==> src/pkg/status_pkg.sv <==
// Purpose: Shared constants, command codes and carriers for the status-reporting core.
// Assumes: Commands arrive already parsed into one opcode plus one argument byte.
// Notes:   Bit positions follow the customary status byte and event register layout.
package status_pkg;
	localparam int QDEPTH = 16;
	localparam int ESR_OPC = 0;
	localparam int ESR_RQC = 1;
	localparam int ESR_QYE = 2;
	localparam int ESR_DDE = 3;
	localparam int ESR_EXE = 4;
	localparam int ESR_CME = 5;
	localparam int ESR_URQ = 6;
	localparam int ESR_PON = 7;
	localparam int STB_END = 0;
	localparam int STB_ERR = 1;
	localparam int STB_MAV = 4;
	localparam int STB_ESB = 5;
	localparam int STB_MSS = 6;
	localparam int CEV_MEAS = 0;
	localparam int CEV_STAT = 1;
	localparam int FEV_UNCAL = 0;
	localparam int FEV_LIMIT = 1;
	localparam logic [7:0] ESR_RST = 8'h80;
	localparam logic [7:0] REG_RST = 8'h00;
	localparam logic [7:0] SLOT_MAX = 8'h09;
	localparam logic [7:0] CH_LF = 8'h0a;
	localparam logic [7:0] CH_COMMA = 8'h2c;
	localparam logic [7:0] CH_ZERO = 8'h30;

	typedef enum logic [4:0] {
		C_ID_Q, C_PRESET, C_SELFTEST_Q, C_OPC, C_OPC_Q, C_WAI, C_CLS,
		C_EV_EN, C_EV_EN_Q, C_EV_Q, C_SR_EN, C_SR_EN_Q, C_STB_Q, C_TRG,
		C_RECALL, C_SAVE, C_CEV_EN, C_CEV_EN_Q, C_CEV_Q,
		C_FEV_EN, C_FEV_EN_Q, C_FEV_Q, C_BAD
	} cmd_op_t;

	typedef enum logic [2:0] {U_HZ, U_KHZ, U_MHZ, U_GHZ, U_S, U_MS, U_US, U_NS} unit_t;

	typedef struct packed {
		logic       valid;
		cmd_op_t    op;
		logic [7:0] arg;
	} cmd_req_t;

	typedef struct packed {
		logic       valid;
		logic       is_time;
		logic [1:0] len;
		logic [7:0] c0;
		logic [7:0] c1;
		logic [7:0] c2;
	} suffix_t;

	typedef struct packed {
		logic my_talk;
		logic my_listen;
		logic untalk;
		logic unlisten;
		logic get;
		logic in_message;
		logic dev_clear;
		logic go_local;
		logic ren;
		logic poll_read;
		logic byte_req;
	} bus_ev_t;

	typedef struct packed {
		logic count_done;
		logic analysis_done;
		logic uncal;
		logic limit_fail;
		logic template_on;
	} meas_ev_t;

	typedef struct packed {
		logic       valid;
		logic       last;
		logic [7:0] data;
	} resp_t;

	typedef struct packed {
		logic  ok;
		unit_t unit;
	} sfx_res_t;
endpackage : status_pkg

==> src/hdl/status_core.sv <==
// Purpose: Status reporting and common-command layer behind the remote bus.
// Assumes: prior_busy_in is high while an earlier command still executes.
// Notes:   One reply is buffered; a new reply overwrites an unread one.
`timescale 1ns/100ps
module status_core #(
	parameter logic [31:0] MODEL_ID = 32'h43543031, // Arbitrary value.
	parameter logic [31:0] MAKER_ID = 32'h4d4b5231, // Arbitrary value.
	parameter logic [6:0]  FW_VER   = 7'h01         // Arbitrary value, 1 to 99.
)(
	input  wire logic                 mclk_in,
	input  wire logic                 reset_n_in,
	input  wire status_pkg::cmd_req_t cmd_in,
	input  wire status_pkg::suffix_t  suffix_in,
	input  wire status_pkg::bus_ev_t  bus_in,
	input  wire status_pkg::meas_ev_t meas_in,
	input  wire logic                 talk_only_in,
	input  wire logic                 prior_busy_in,
	input  wire logic                 exe_err_in,
	input  wire logic [11:0]          selftest_fail_in,
	output logic                      cmd_ready_out,
	output status_pkg::resp_t         resp_out,
	output logic [7:0]                status_byte_out,
	output logic                      srq_out,
	output logic                      talker_out,
	output logic                      listener_out,
	output logic                      remote_out,
	output logic                      preset_out,
	output logic                      trigger_out,
	output logic                      save_out,
	output logic                      recall_out,
	output logic [3:0]                slot_out,
	output status_pkg::unit_t         unit_out,
	output logic                      unit_valid_out
);
	import status_pkg::*;

	logic [7:0] esr_r, ese_r, sre_r, cev_r, cen_r, fev_r, fen_r, stb_r;
	logic       mss_q_r, rqs_r, talk_r, lstn_r, rem_r;
	logic       wait_r, opc_r, opcq_r, ready_r;
	logic [7:0] obuf_r [QDEPTH];
	logic [4:0] olen_r, rptr_r;
	resp_t      resp_r;
	logic       preset_r, trig_r, sav_r, rcl_r, unit_v_r;
	logic [3:0] slot_r;
	unit_t      unit_r;

	logic       acc, done, rd_ok, rd_empty, slot_bad, cme_set, exe_set, qye_set;
	logic       clr_all, mss, ld_go;
	logic [7:0] stb_c, esr_set, cev_set, fev_set;
	logic [7:0] ld_b [QDEPTH];
	logic [4:0] ld_n, base;
	logic [11:0] num;
	logic [3:0] dg [4];
	logic [2:0] cnt;
	sfx_res_t   sfx;

	function automatic logic is_op(input cmd_op_t o);
		return acc && (cmd_in.op == o);
	endfunction : is_op

	function automatic logic [7:0] upper(input logic [7:0] c);
		return (c >= 8'h61 && c <= 8'h7a) ? (c - 8'h20) : c;
	endfunction : upper

	// Unused character slots are zeroed so each suffix matches one key.
	function automatic sfx_res_t decode_sfx(input suffix_t s);
		logic [23:0] k;
		sfx_res_t    r;
		k = {upper(s.c0), (s.len > 2'd1) ? upper(s.c1) : 8'h00,
			(s.len > 2'd2) ? upper(s.c2) : 8'h00};
		if (s.len == 2'd0)
			k = 24'h000000;
		r.ok = 1'b1;
		r.unit = s.is_time ? U_NS : U_HZ;
		if (!s.is_time) begin
			unique case (k)
				24'h000000, 24'h485a00: r.unit = U_HZ;
				24'h470000, 24'h47485a: r.unit = U_GHZ;
				24'h4d4100, 24'h4d485a: r.unit = U_MHZ;
				24'h4b0000, 24'h4b485a: r.unit = U_KHZ;
				default:                r.ok = 1'b0;
			endcase
		end else begin
			unique case (k)
				24'h000000, 24'h4e5300, 24'h4e0000: r.unit = U_NS;
				24'h530000:             r.unit = U_S;
				24'h4d5300, 24'h4d0000: r.unit = U_MS;
				24'h555300, 24'h550000: r.unit = U_US;
				default:                r.ok = 1'b0;
			endcase
		end
		return r;
	endfunction : decode_sfx

	assign acc = cmd_in.valid & ready_r;
	assign done = !prior_busy_in;
	assign sfx = decode_sfx(suffix_in);
	assign rd_ok = bus_in.byte_req & talk_r & (olen_r != 5'h00);
	assign rd_empty = bus_in.byte_req & talk_r & (olen_r == 5'h00);
	assign slot_bad = cmd_in.arg > SLOT_MAX;
	assign clr_all = is_op(C_CLS) | bus_in.dev_clear;
	assign cme_set = is_op(C_BAD) | (suffix_in.valid & !sfx.ok)
		| (bus_in.get & bus_in.in_message);
	assign exe_set = exe_err_in
		| ((is_op(C_SAVE) | is_op(C_RECALL)) & slot_bad);
	assign qye_set = rd_empty | (ld_go & (olen_r != 5'h00) & !clr_all);

	// RQC, DDE and URQ have no source, so they stay at zero.
	always_comb begin
		esr_set = 8'h00;
		esr_set[ESR_OPC] = opc_r & done;
		esr_set[ESR_QYE] = qye_set;
		esr_set[ESR_EXE] = exe_set;
		esr_set[ESR_CME] = cme_set;
		cev_set = 8'h00;
		cev_set[CEV_MEAS] = meas_in.count_done;
		cev_set[CEV_STAT] = meas_in.analysis_done;
		fev_set = 8'h00;
		fev_set[FEV_UNCAL] = meas_in.uncal;
		fev_set[FEV_LIMIT] = meas_in.limit_fail & meas_in.template_on;
	end

	always_comb begin
		stb_c = 8'h00;
		stb_c[STB_END] = |(cev_r & cen_r);
		stb_c[STB_ERR] = |(fev_r & fen_r);
		stb_c[STB_MAV] = olen_r != 5'h00;
		stb_c[STB_ESB] = |(esr_r & ese_r);
		mss = |(stb_c & sre_r);
	end

	// Reading an event register clears it; a new event in that cycle still lands.
	always_ff @(posedge mclk_in or negedge reset_n_in) begin
		if (!reset_n_in) begin
			esr_r <= ESR_RST;
			cev_r <= REG_RST;
			fev_r <= REG_RST;
		end else begin
			esr_r <= ((is_op(C_CLS) | is_op(C_EV_Q)) ? 8'h00 : esr_r) | esr_set;
			cev_r <= ((is_op(C_CLS) | is_op(C_CEV_Q)) ? 8'h00 : cev_r) | cev_set;
			fev_r <= ((is_op(C_CLS) | is_op(C_FEV_Q)) ? 8'h00 : fev_r) | fev_set;
		end
	end

	always_ff @(posedge mclk_in or negedge reset_n_in) begin
		if (!reset_n_in) begin
			ese_r <= REG_RST;
			sre_r <= REG_RST;
			cen_r <= REG_RST;
			fen_r <= REG_RST;
		end else begin
			if (is_op(C_EV_EN))
				ese_r <= cmd_in.arg;
			if (is_op(C_SR_EN))
				sre_r <= cmd_in.arg & ~(8'h01 << STB_MSS);
			if (is_op(C_CEV_EN))
				cen_r <= cmd_in.arg;
			if (is_op(C_FEV_EN))
				fen_r <= cmd_in.arg;
		end
	end

	// The poll byte carries the request flag; it holds until a poll reads it.
	always_ff @(posedge mclk_in or negedge reset_n_in) begin
		if (!reset_n_in) begin
			stb_r <= REG_RST;
			mss_q_r <= 1'b0;
			rqs_r <= 1'b0;
		end else begin
			mss_q_r <= mss;
			rqs_r <= (mss & !mss_q_r) | (rqs_r & !bus_in.poll_read);
			stb_r <= stb_c | ({7'h00, rqs_r} << STB_MSS);
		end
	end

	always_ff @(posedge mclk_in or negedge reset_n_in) begin
		if (!reset_n_in) begin
			talk_r <= 1'b0;
			lstn_r <= 1'b0;
			rem_r <= 1'b0;
		end else begin
			if (talk_only_in || bus_in.my_talk)
				talk_r <= 1'b1;
			else if (bus_in.my_listen || bus_in.untalk)
				talk_r <= 1'b0;
			if (bus_in.my_listen)
				lstn_r <= 1'b1;
			else if (bus_in.my_talk || bus_in.unlisten)
				lstn_r <= 1'b0;
			if (!bus_in.ren || bus_in.go_local)
				rem_r <= 1'b0;
			else if (bus_in.my_listen)
				rem_r <= 1'b1;
		end
	end

	// Holding ready low is how later commands wait; the parser must obey it.
	always_ff @(posedge mclk_in or negedge reset_n_in) begin
		if (!reset_n_in) begin
			wait_r <= 1'b0;
			opc_r <= 1'b0;
			opcq_r <= 1'b0;
			ready_r <= 1'b1;
		end else begin
			wait_r <= !bus_in.dev_clear & (is_op(C_WAI) | (wait_r & !done));
			opc_r <= !clr_all & !is_op(C_PRESET) & (is_op(C_OPC) | (opc_r & !done));
			opcq_r <= !clr_all & !is_op(C_PRESET) & (is_op(C_OPC_Q) | (opcq_r & !done));
			ready_r <= !(is_op(C_WAI) | is_op(C_OPC_Q)
				| ((wait_r | opcq_r) & !done & !bus_in.dev_clear));
		end
	end

	always_comb begin
		ld_go = 1'b0;
		num = 12'h000;
		base = 5'h00;
		for (int i = 0; i < QDEPTH; i++)
			ld_b[i] = CH_LF;
		if (opcq_r && done) begin
			ld_go = 1'b1;
			num = 12'h001;
		end else if (acc) begin
			ld_go = 1'b1;
			unique case (cmd_in.op)
				C_ID_Q: begin
					base = 5'h0c;
					num = {5'h00, FW_VER};
					for (int i = 0; i < 4; i++) begin
						ld_b[i] = MODEL_ID[31 - 8 * i -: 8];
						ld_b[5 + i] = MAKER_ID[31 - 8 * i -: 8];
					end
					ld_b[4] = CH_COMMA;
					ld_b[9] = CH_COMMA;
					ld_b[10] = CH_ZERO;
					ld_b[11] = CH_COMMA;
				end
				C_SELFTEST_Q: num = selftest_fail_in;
				C_EV_EN_Q:    num = {4'h0, ese_r};
				C_EV_Q:       num = {4'h0, esr_r};
				C_SR_EN_Q:    num = {4'h0, sre_r};
				C_STB_Q:      num = {4'h0, stb_c | ({7'h00, mss} << STB_MSS)};
				C_CEV_EN_Q:   num = {4'h0, cen_r};
				C_CEV_Q:      num = {4'h0, cev_r};
				C_FEV_EN_Q:   num = {4'h0, fen_r};
				C_FEV_Q:      num = {4'h0, fev_r};
				default:      ld_go = 1'b0;
			endcase
		end
		dg[0] = 4'(num % 12'h00a);
		dg[1] = 4'((num / 12'h00a) % 12'h00a);
		dg[2] = 4'((num / 12'h064) % 12'h00a);
		dg[3] = 4'(num / 12'h3e8);
		cnt = (num >= 12'h3e8) ? 3'h4 : (num >= 12'h064) ? 3'h3 : (num >= 12'h00a) ? 3'h2 : 3'h1;
		for (int k = 0; k < 4; k++)
			if (3'(k) < cnt)
				ld_b[4'(base + 5'(k))] = CH_ZERO + {4'h0, dg[2'(cnt - 3'h1 - 3'(k))]};
		ld_n = base + {2'h0, cnt} + 5'h01;
	end

	always_ff @(posedge mclk_in) begin
		if (ld_go)
			for (int i = 0; i < QDEPTH; i++)
				obuf_r[i] <= ld_b[i];
	end

	always_ff @(posedge mclk_in or negedge reset_n_in) begin
		if (!reset_n_in) begin
			olen_r <= 5'h00;
			rptr_r <= 5'h00;
			resp_r <= '0;
		end else begin
			resp_r.valid <= rd_ok;
			resp_r.last <= rd_ok & (rptr_r + 5'h01 == olen_r);
			resp_r.data <= obuf_r[rptr_r[3:0]];
			if (clr_all) begin
				olen_r <= 5'h00;
				rptr_r <= 5'h00;
			end else if (ld_go) begin
				olen_r <= ld_n;
				rptr_r <= 5'h00;
			end else if (rd_ok) begin
				if (rptr_r + 5'h01 == olen_r) begin
					olen_r <= 5'h00;
					rptr_r <= 5'h00;
				end else
					rptr_r <= rptr_r + 5'h01;
			end
		end
	end

	always_ff @(posedge mclk_in or negedge reset_n_in) begin
		if (!reset_n_in) begin
			preset_r <= 1'b0;
			trig_r <= 1'b0;
			sav_r <= 1'b0;
			rcl_r <= 1'b0;
			slot_r <= 4'h0;
			unit_r <= U_HZ;
			unit_v_r <= 1'b0;
		end else begin
			preset_r <= is_op(C_PRESET);
			trig_r <= is_op(C_TRG) | (bus_in.get & !bus_in.in_message);
			sav_r <= is_op(C_SAVE) & !slot_bad;
			rcl_r <= is_op(C_RECALL) & !slot_bad;
			if ((is_op(C_SAVE) | is_op(C_RECALL)) & !slot_bad)
				slot_r <= cmd_in.arg[3:0];
			unit_v_r <= suffix_in.valid & sfx.ok;
			if (suffix_in.valid & sfx.ok)
				unit_r <= sfx.unit;
		end
	end

	assign cmd_ready_out = ready_r;
	assign resp_out = resp_r;
	assign status_byte_out = stb_r;
	assign srq_out = rqs_r;
	assign talker_out = talk_r;
	assign listener_out = lstn_r;
	assign remote_out = rem_r;
	assign preset_out = preset_r;
	assign trigger_out = trig_r;
	assign save_out = sav_r;
	assign recall_out = rcl_r;
	assign slot_out = slot_r;
	assign unit_out = unit_r;
	assign unit_valid_out = unit_v_r;
endmodule : status_core

==> config.mk <==
export PLATFORM = sky130hd
export DESIGN_NAME = status_core
export DESIGN_NICKNAME = d
export VERILOG_FILES = /design/src/pkg/status_pkg.sv /design/src/hdl/status_core.sv
export SDC_FILE = /design/constraint.sdc
export NUM_CORES = 1
export LEC_CHECK = 0
export BUFFER_PORTS_ARGS = -buffer_cell sky130_fd_sc_hd__buf_2
export CAP_MARGIN = 40
export CORE_ASPECT_RATIO = 0.5
export CORE_MARGIN = 5
export CORE_UTILIZATION = 60
export CTS_BUF_LIST = sky130_fd_sc_hd__clkbuf_16
export CTS_CLUSTER_DIAMETER = 200
export DETAILED_ROUTE_END_ITERATION = 8
export HOLD_SLACK_MARGIN = 0.08
export MAX_ROUTING_LAYER = met4
export PLACE_DENSITY_LB_ADDON = 0.05
export SYNTH_ARGS = -nofsm -noshare
export SYNTH_HDL_FRONTEND = slang
export SYNTH_SLANG_ARGS = --single-unit
==> constraint.sdc <==
create_clock -name mclk_in -period 6.3 [get_ports mclk_in]
set_input_delay 0 -clock mclk_in [delete_from_list [all_inputs] [get_ports mclk_in]]
set_output_delay 0 -clock mclk_in [all_outputs]
set_load 0.02 [all_outputs]
==> results.toml <==
[logic_synthesis]
syn_avg_cell_area_um2 = 9.39
synthArstFlopShare_pct = 65.4
syn_inst = 1024
ys_ff_latch = 130
netlist_area_mm2 = 0.00962
yosys_warnings = 0
synthMuxAreaShare_pct = 9.48
synthSimpleGateAreaFrac_pct = 19.9
synth_top_family_by_area = "compound AO/OA/AOI/OAI gates"
ys_seq_area_share_pct = 36.2
synth_fa_ha_area_share_pct = 2.41
synth_edf_count = 45
synth_compound_area_share_pct = 23.9
yosysUniqueCellTypes = 112
dominantRegCellSynth = "dfrtp_1"
synth_xor_area_share_pct = 3.19

[status]
status = "finished, final reports clean"

[worst_setup_path]
max_stage_delay_ns = 0.68
cp_top_family = "compound AO/OA/AOI/OAI gates"
critPathLaunchType = "flip-flop"
slowest_stage = "a211oi_1"
worstPathRequired_ns = 6.47
worstSetupStartpoint = "cmd_ready_out$_DFF_PN1_"
cp.buffers_inverters = 2
path_cells = "and2_1 -> nand4_2 -> nor2_1 -> a21oi_1 -> o21a_1 -> nor2_1 -> nor2_1 -> o31ai_1 -> buf_4 -> clkinv_1 -> ha_1 -> o21bai_1 -> o21ai_0 -> a211oi_1 -> nor2b_1 -> xor2_1 -> o21ai_0 -> a311oi_1 -> o21ai_1"
cp_common_cell = "nor2_1"
cp_data_arrival_time_ns = 6.02
path_class = "reg2reg"
rr_startpoint = "cmd_ready_out$_DFF_PN1_"
crit_fanout = 9
crit_path_end_kind = "flip-flop"

[die]
die_height_um = 99.5
ioPinCount = 110
start_util_pct = 61.8
dieArea_mm2 = 0.0188
coreArea_mm2 = 0.0156
chipWidth_um = 189
rows = 32

[global_routing]
grt_pass1_vias = 8867
grt_max_degree = 70
grt_pass1_wl_mm = 46.4
grt_use_total_pct = 31.5
antenna_found_initial = 0
grt_overflow = 0

[cells_and_area]
area_growth_pct = 17.7
multi_input_comb_area_mm2 = 0.00575
layout-drive-gt1-share_pct = 23.7
n_fill_cell = 1182
diodes = 0
nets = 1257
regArea_mm2 = 0.00348

[timing]
fin_setup_tns_ns = 0
setup_viol = 0
fin_crit_sh_pct = 92.9
fin_hold_ws_ns = 0.137
fmax_mhz = 171
skew_ns = 0.00788
final_hold_viol_count = 0
slew_violations = 0
relSlewSlack_pct = 38.0
worstMarginPinSlew_ns = 0.920
rsz0062_at_grt = "false"
fin_crit_ns = 5.85

[routing]
vias = 9213
firstDrtPassIters = 7
wl_per_cell_um = 20.7
drt_iter0_markers = 1180
ant_nets = 0
drc = 0
wirelength_mm = 28.7
avgViaCountPerCell = 6.66

[place]
gp_congestion = 1.02
io_buffers = 105
dp_hpwl_mm = 20.6

[clock_tree]
cts_buffers = 17
clock-sinks = 130
tritoncts = "yes"
cts-root-buf = "clkbuf_16"
clockBufferDepth = 2
clkLatencyLatePin_ns = 0.42
htree_num_levels = 4
clk_pin_slew_ns = 0.06

[worst_hold_path]
hold_path.class = "in2reg"
holdCritStartpoint = "cmd_in[13]"

[power_and_ir_drop]
p_leak_uw = 0.00472
powerDensity_mw_per_mm2 = 213
ir_drop_mv = 0.211

[flow_run]
drv_cap = 0
==> worst reg2reg max path, cell delays in order (launching register included) <==
cell and delay, ns:
dfstp_2 0.54, and2_1 0.34, nand4_2 0.26, nor2_1 0.45, a21oi_1 0.19, o21a_1 0.25
nor2_1 0.35, nor2_1 0.23, o31ai_1 0.25, buf_4 0.20, clkinv_1 0.26, ha_1 0.31
o21bai_1 0.24, o21ai_0 0.11, a211oi_1 0.68, nor2b_1 0.27, xor2_1 0.15, o21ai_0 0.14
a311oi_1 0.28, o21ai_1 0.10
==> cell type report <==
class                      instances  share of cell area [%]
tap                              204                    2.25
sequential                       130                    30.7
inverter                          43                    1.44
clock inverter                    14                    1.12
clock buffer                      18                    3.98
timing repair buffer             167                    9.70
multi-input combinational        807                    50.8
==> timing repair <==
action                                  4_1_cts  5_1_grt
hold buffers                                 35        0
buffers inserted                              0        1
resized for setup                             0        3
endpoints found under the setup margin        0        5
hold endpoints to repair                    145        0
==> registers in the layout (all words and copies together) (netlist names), 2 cells and up <==
name and flops:
sre_r 7, rptr_r 5, olen_r 5, fev_r 2, cen_r 8, resp_out 9, slot_out 4, esr_r 5
obuf_r 45, status_byte_out 5, ese_r 8, unit_out 3, fen_r 8, cev_r 2
==> Yosys cell counts, types with 7 or more instances <==
cell / number / share of area (%)
nor2_1: 88 / 3.4
dfrtp_1: 83 / 22
nand2_1: 73 / 2.8
o21ai_0: 50 / 2.6
mux2_2: 47 / 5.5
edfxtp_1: 45 / 14
a21oi_1: 41 / 2.1
nor3_1: 38 / 2.0
inv_1: 37 / 1.4
clkbuf_1: 28 / 1.1
nand3_1: 28 / 1.5
xnor2_1: 27 / 2.5
a31oi_1: 20 / 1.3
a211oi_1: 18 / 1.4
mux2i_1: 18 / 1.9
ha_1: 16 / 2.1
nand2b_1: 16 / 1.0
nor4_1: 14 / 0.91
and3_1: 12 / 0.78
buf_2: 12 / 0.62
or3_1: 11 / 0.72
and2_1: 10 / 0.65
buf_4: 10 / 0.78
nor3b_1: 10 / 0.78
o21a_1: 10 / 0.78
mux4_2: 9 / 2.1
nand4_1: 9 / 0.59
o31ai_1: 9 / 0.70
a22o_1: 8 / 0.73
nor2b_1: 8 / 0.52
o211ai_1: 8 / 0.62
o22ai_1: 8 / 0.52
xor2_1: 8 / 0.73
a21o_1: 7 / 0.55
a22oi_1: 7 / 0.55
o21ai_1: 7 / 0.36
or2_2: 7 / 0.46
==> where the power goes <==
group          leakage (µW)  internal, µW  total (µW)  switching (µW)
Sequential          0.00150           960        1010            49.0
Combinational       0.00293           176         432             256
Clock              0.000291           572         975             403
Total               0.00472          1710        2420             708
==> per-layer routing <==
layer,share of wire [%],track usage [%],vias to the layer above
met4,2.3,7.95,0
met1,43,43.6,4404
li1,-,-,4176
met3,9.5,5.72,84
met5,0,-,-
met2,45,48.5,549
==> path summary, 6_finish.rpt <==
check	cells after the start	slack [ns]	to
worst max-delay path	19	0.45	obuf_r[1][3]$_DFFE_PP_
worst min-delay path	3	0.14	preset_out$_DFF_PN0_
worst max register to register	19	0.45	obuf_r[1][3]$_DFFE_PP_
worst min register to register	0	0.39	status_byte_out[6]$_DFF_PN0_
max in group asynchronous	4	4.81	rptr_r[3]$_DFFE_PN0P_
min in group asynchronous	4	0.61	resp_out[8]$_DFF_PN0_
==> through the flow <==
stage	power, µW	setup slack [ns]	instances	area [µm²]	utilization [%]
global placement	1410	0.600	1313	10300	66.4
finish	2420	0.446	1383	11300	72.7
floorplan	1280	0.968	1038	9670	-
global route	2510	0.0368	1383	11300	72.7
CTS	2410	0.387	1382	11300	72.6
detailed placement	1420	0.415	1315	10400	66.6
==> logic make-up after synthesis <==
group                      count (synthesis)
and+or+nand+nor                          363
AOI/OAI and AO/OA                        300
DFF                                      130
buffers and inverters                    101
muxes                                     74
xor gates and xnor gates                  35
adders and majority gates                 19
other                                      2
==> layout by cell type (no fill, tap or decap), drive strengths merged, types with 7 or more instances in the layout <==
master,count
o21a,10
or2,11
nor2b,8
nand4,10
conb,16
o21ai,60
inv,49
ha,16
xnor2,27
o31ai,10
nor2,91
edfxtp,45
a221oi,7
nand2,74
a22oi,7
a21oi,43
and3,12
nor3,43
nor3b,11
o211ai,10
xor2,8
a211oi,19
a21o,7
a31oi,21
a221o,7
a22o,8
mux4,9
dlygate4sd3,35
mux2,47
mux2i,18
nand2b,16
buf,132
nor4,15
and2,10
or3,11
dfrtp,83
clkbuf,18
nand3,29
o22ai,9
Note: power is estimated with default switching activity, not from simulation.
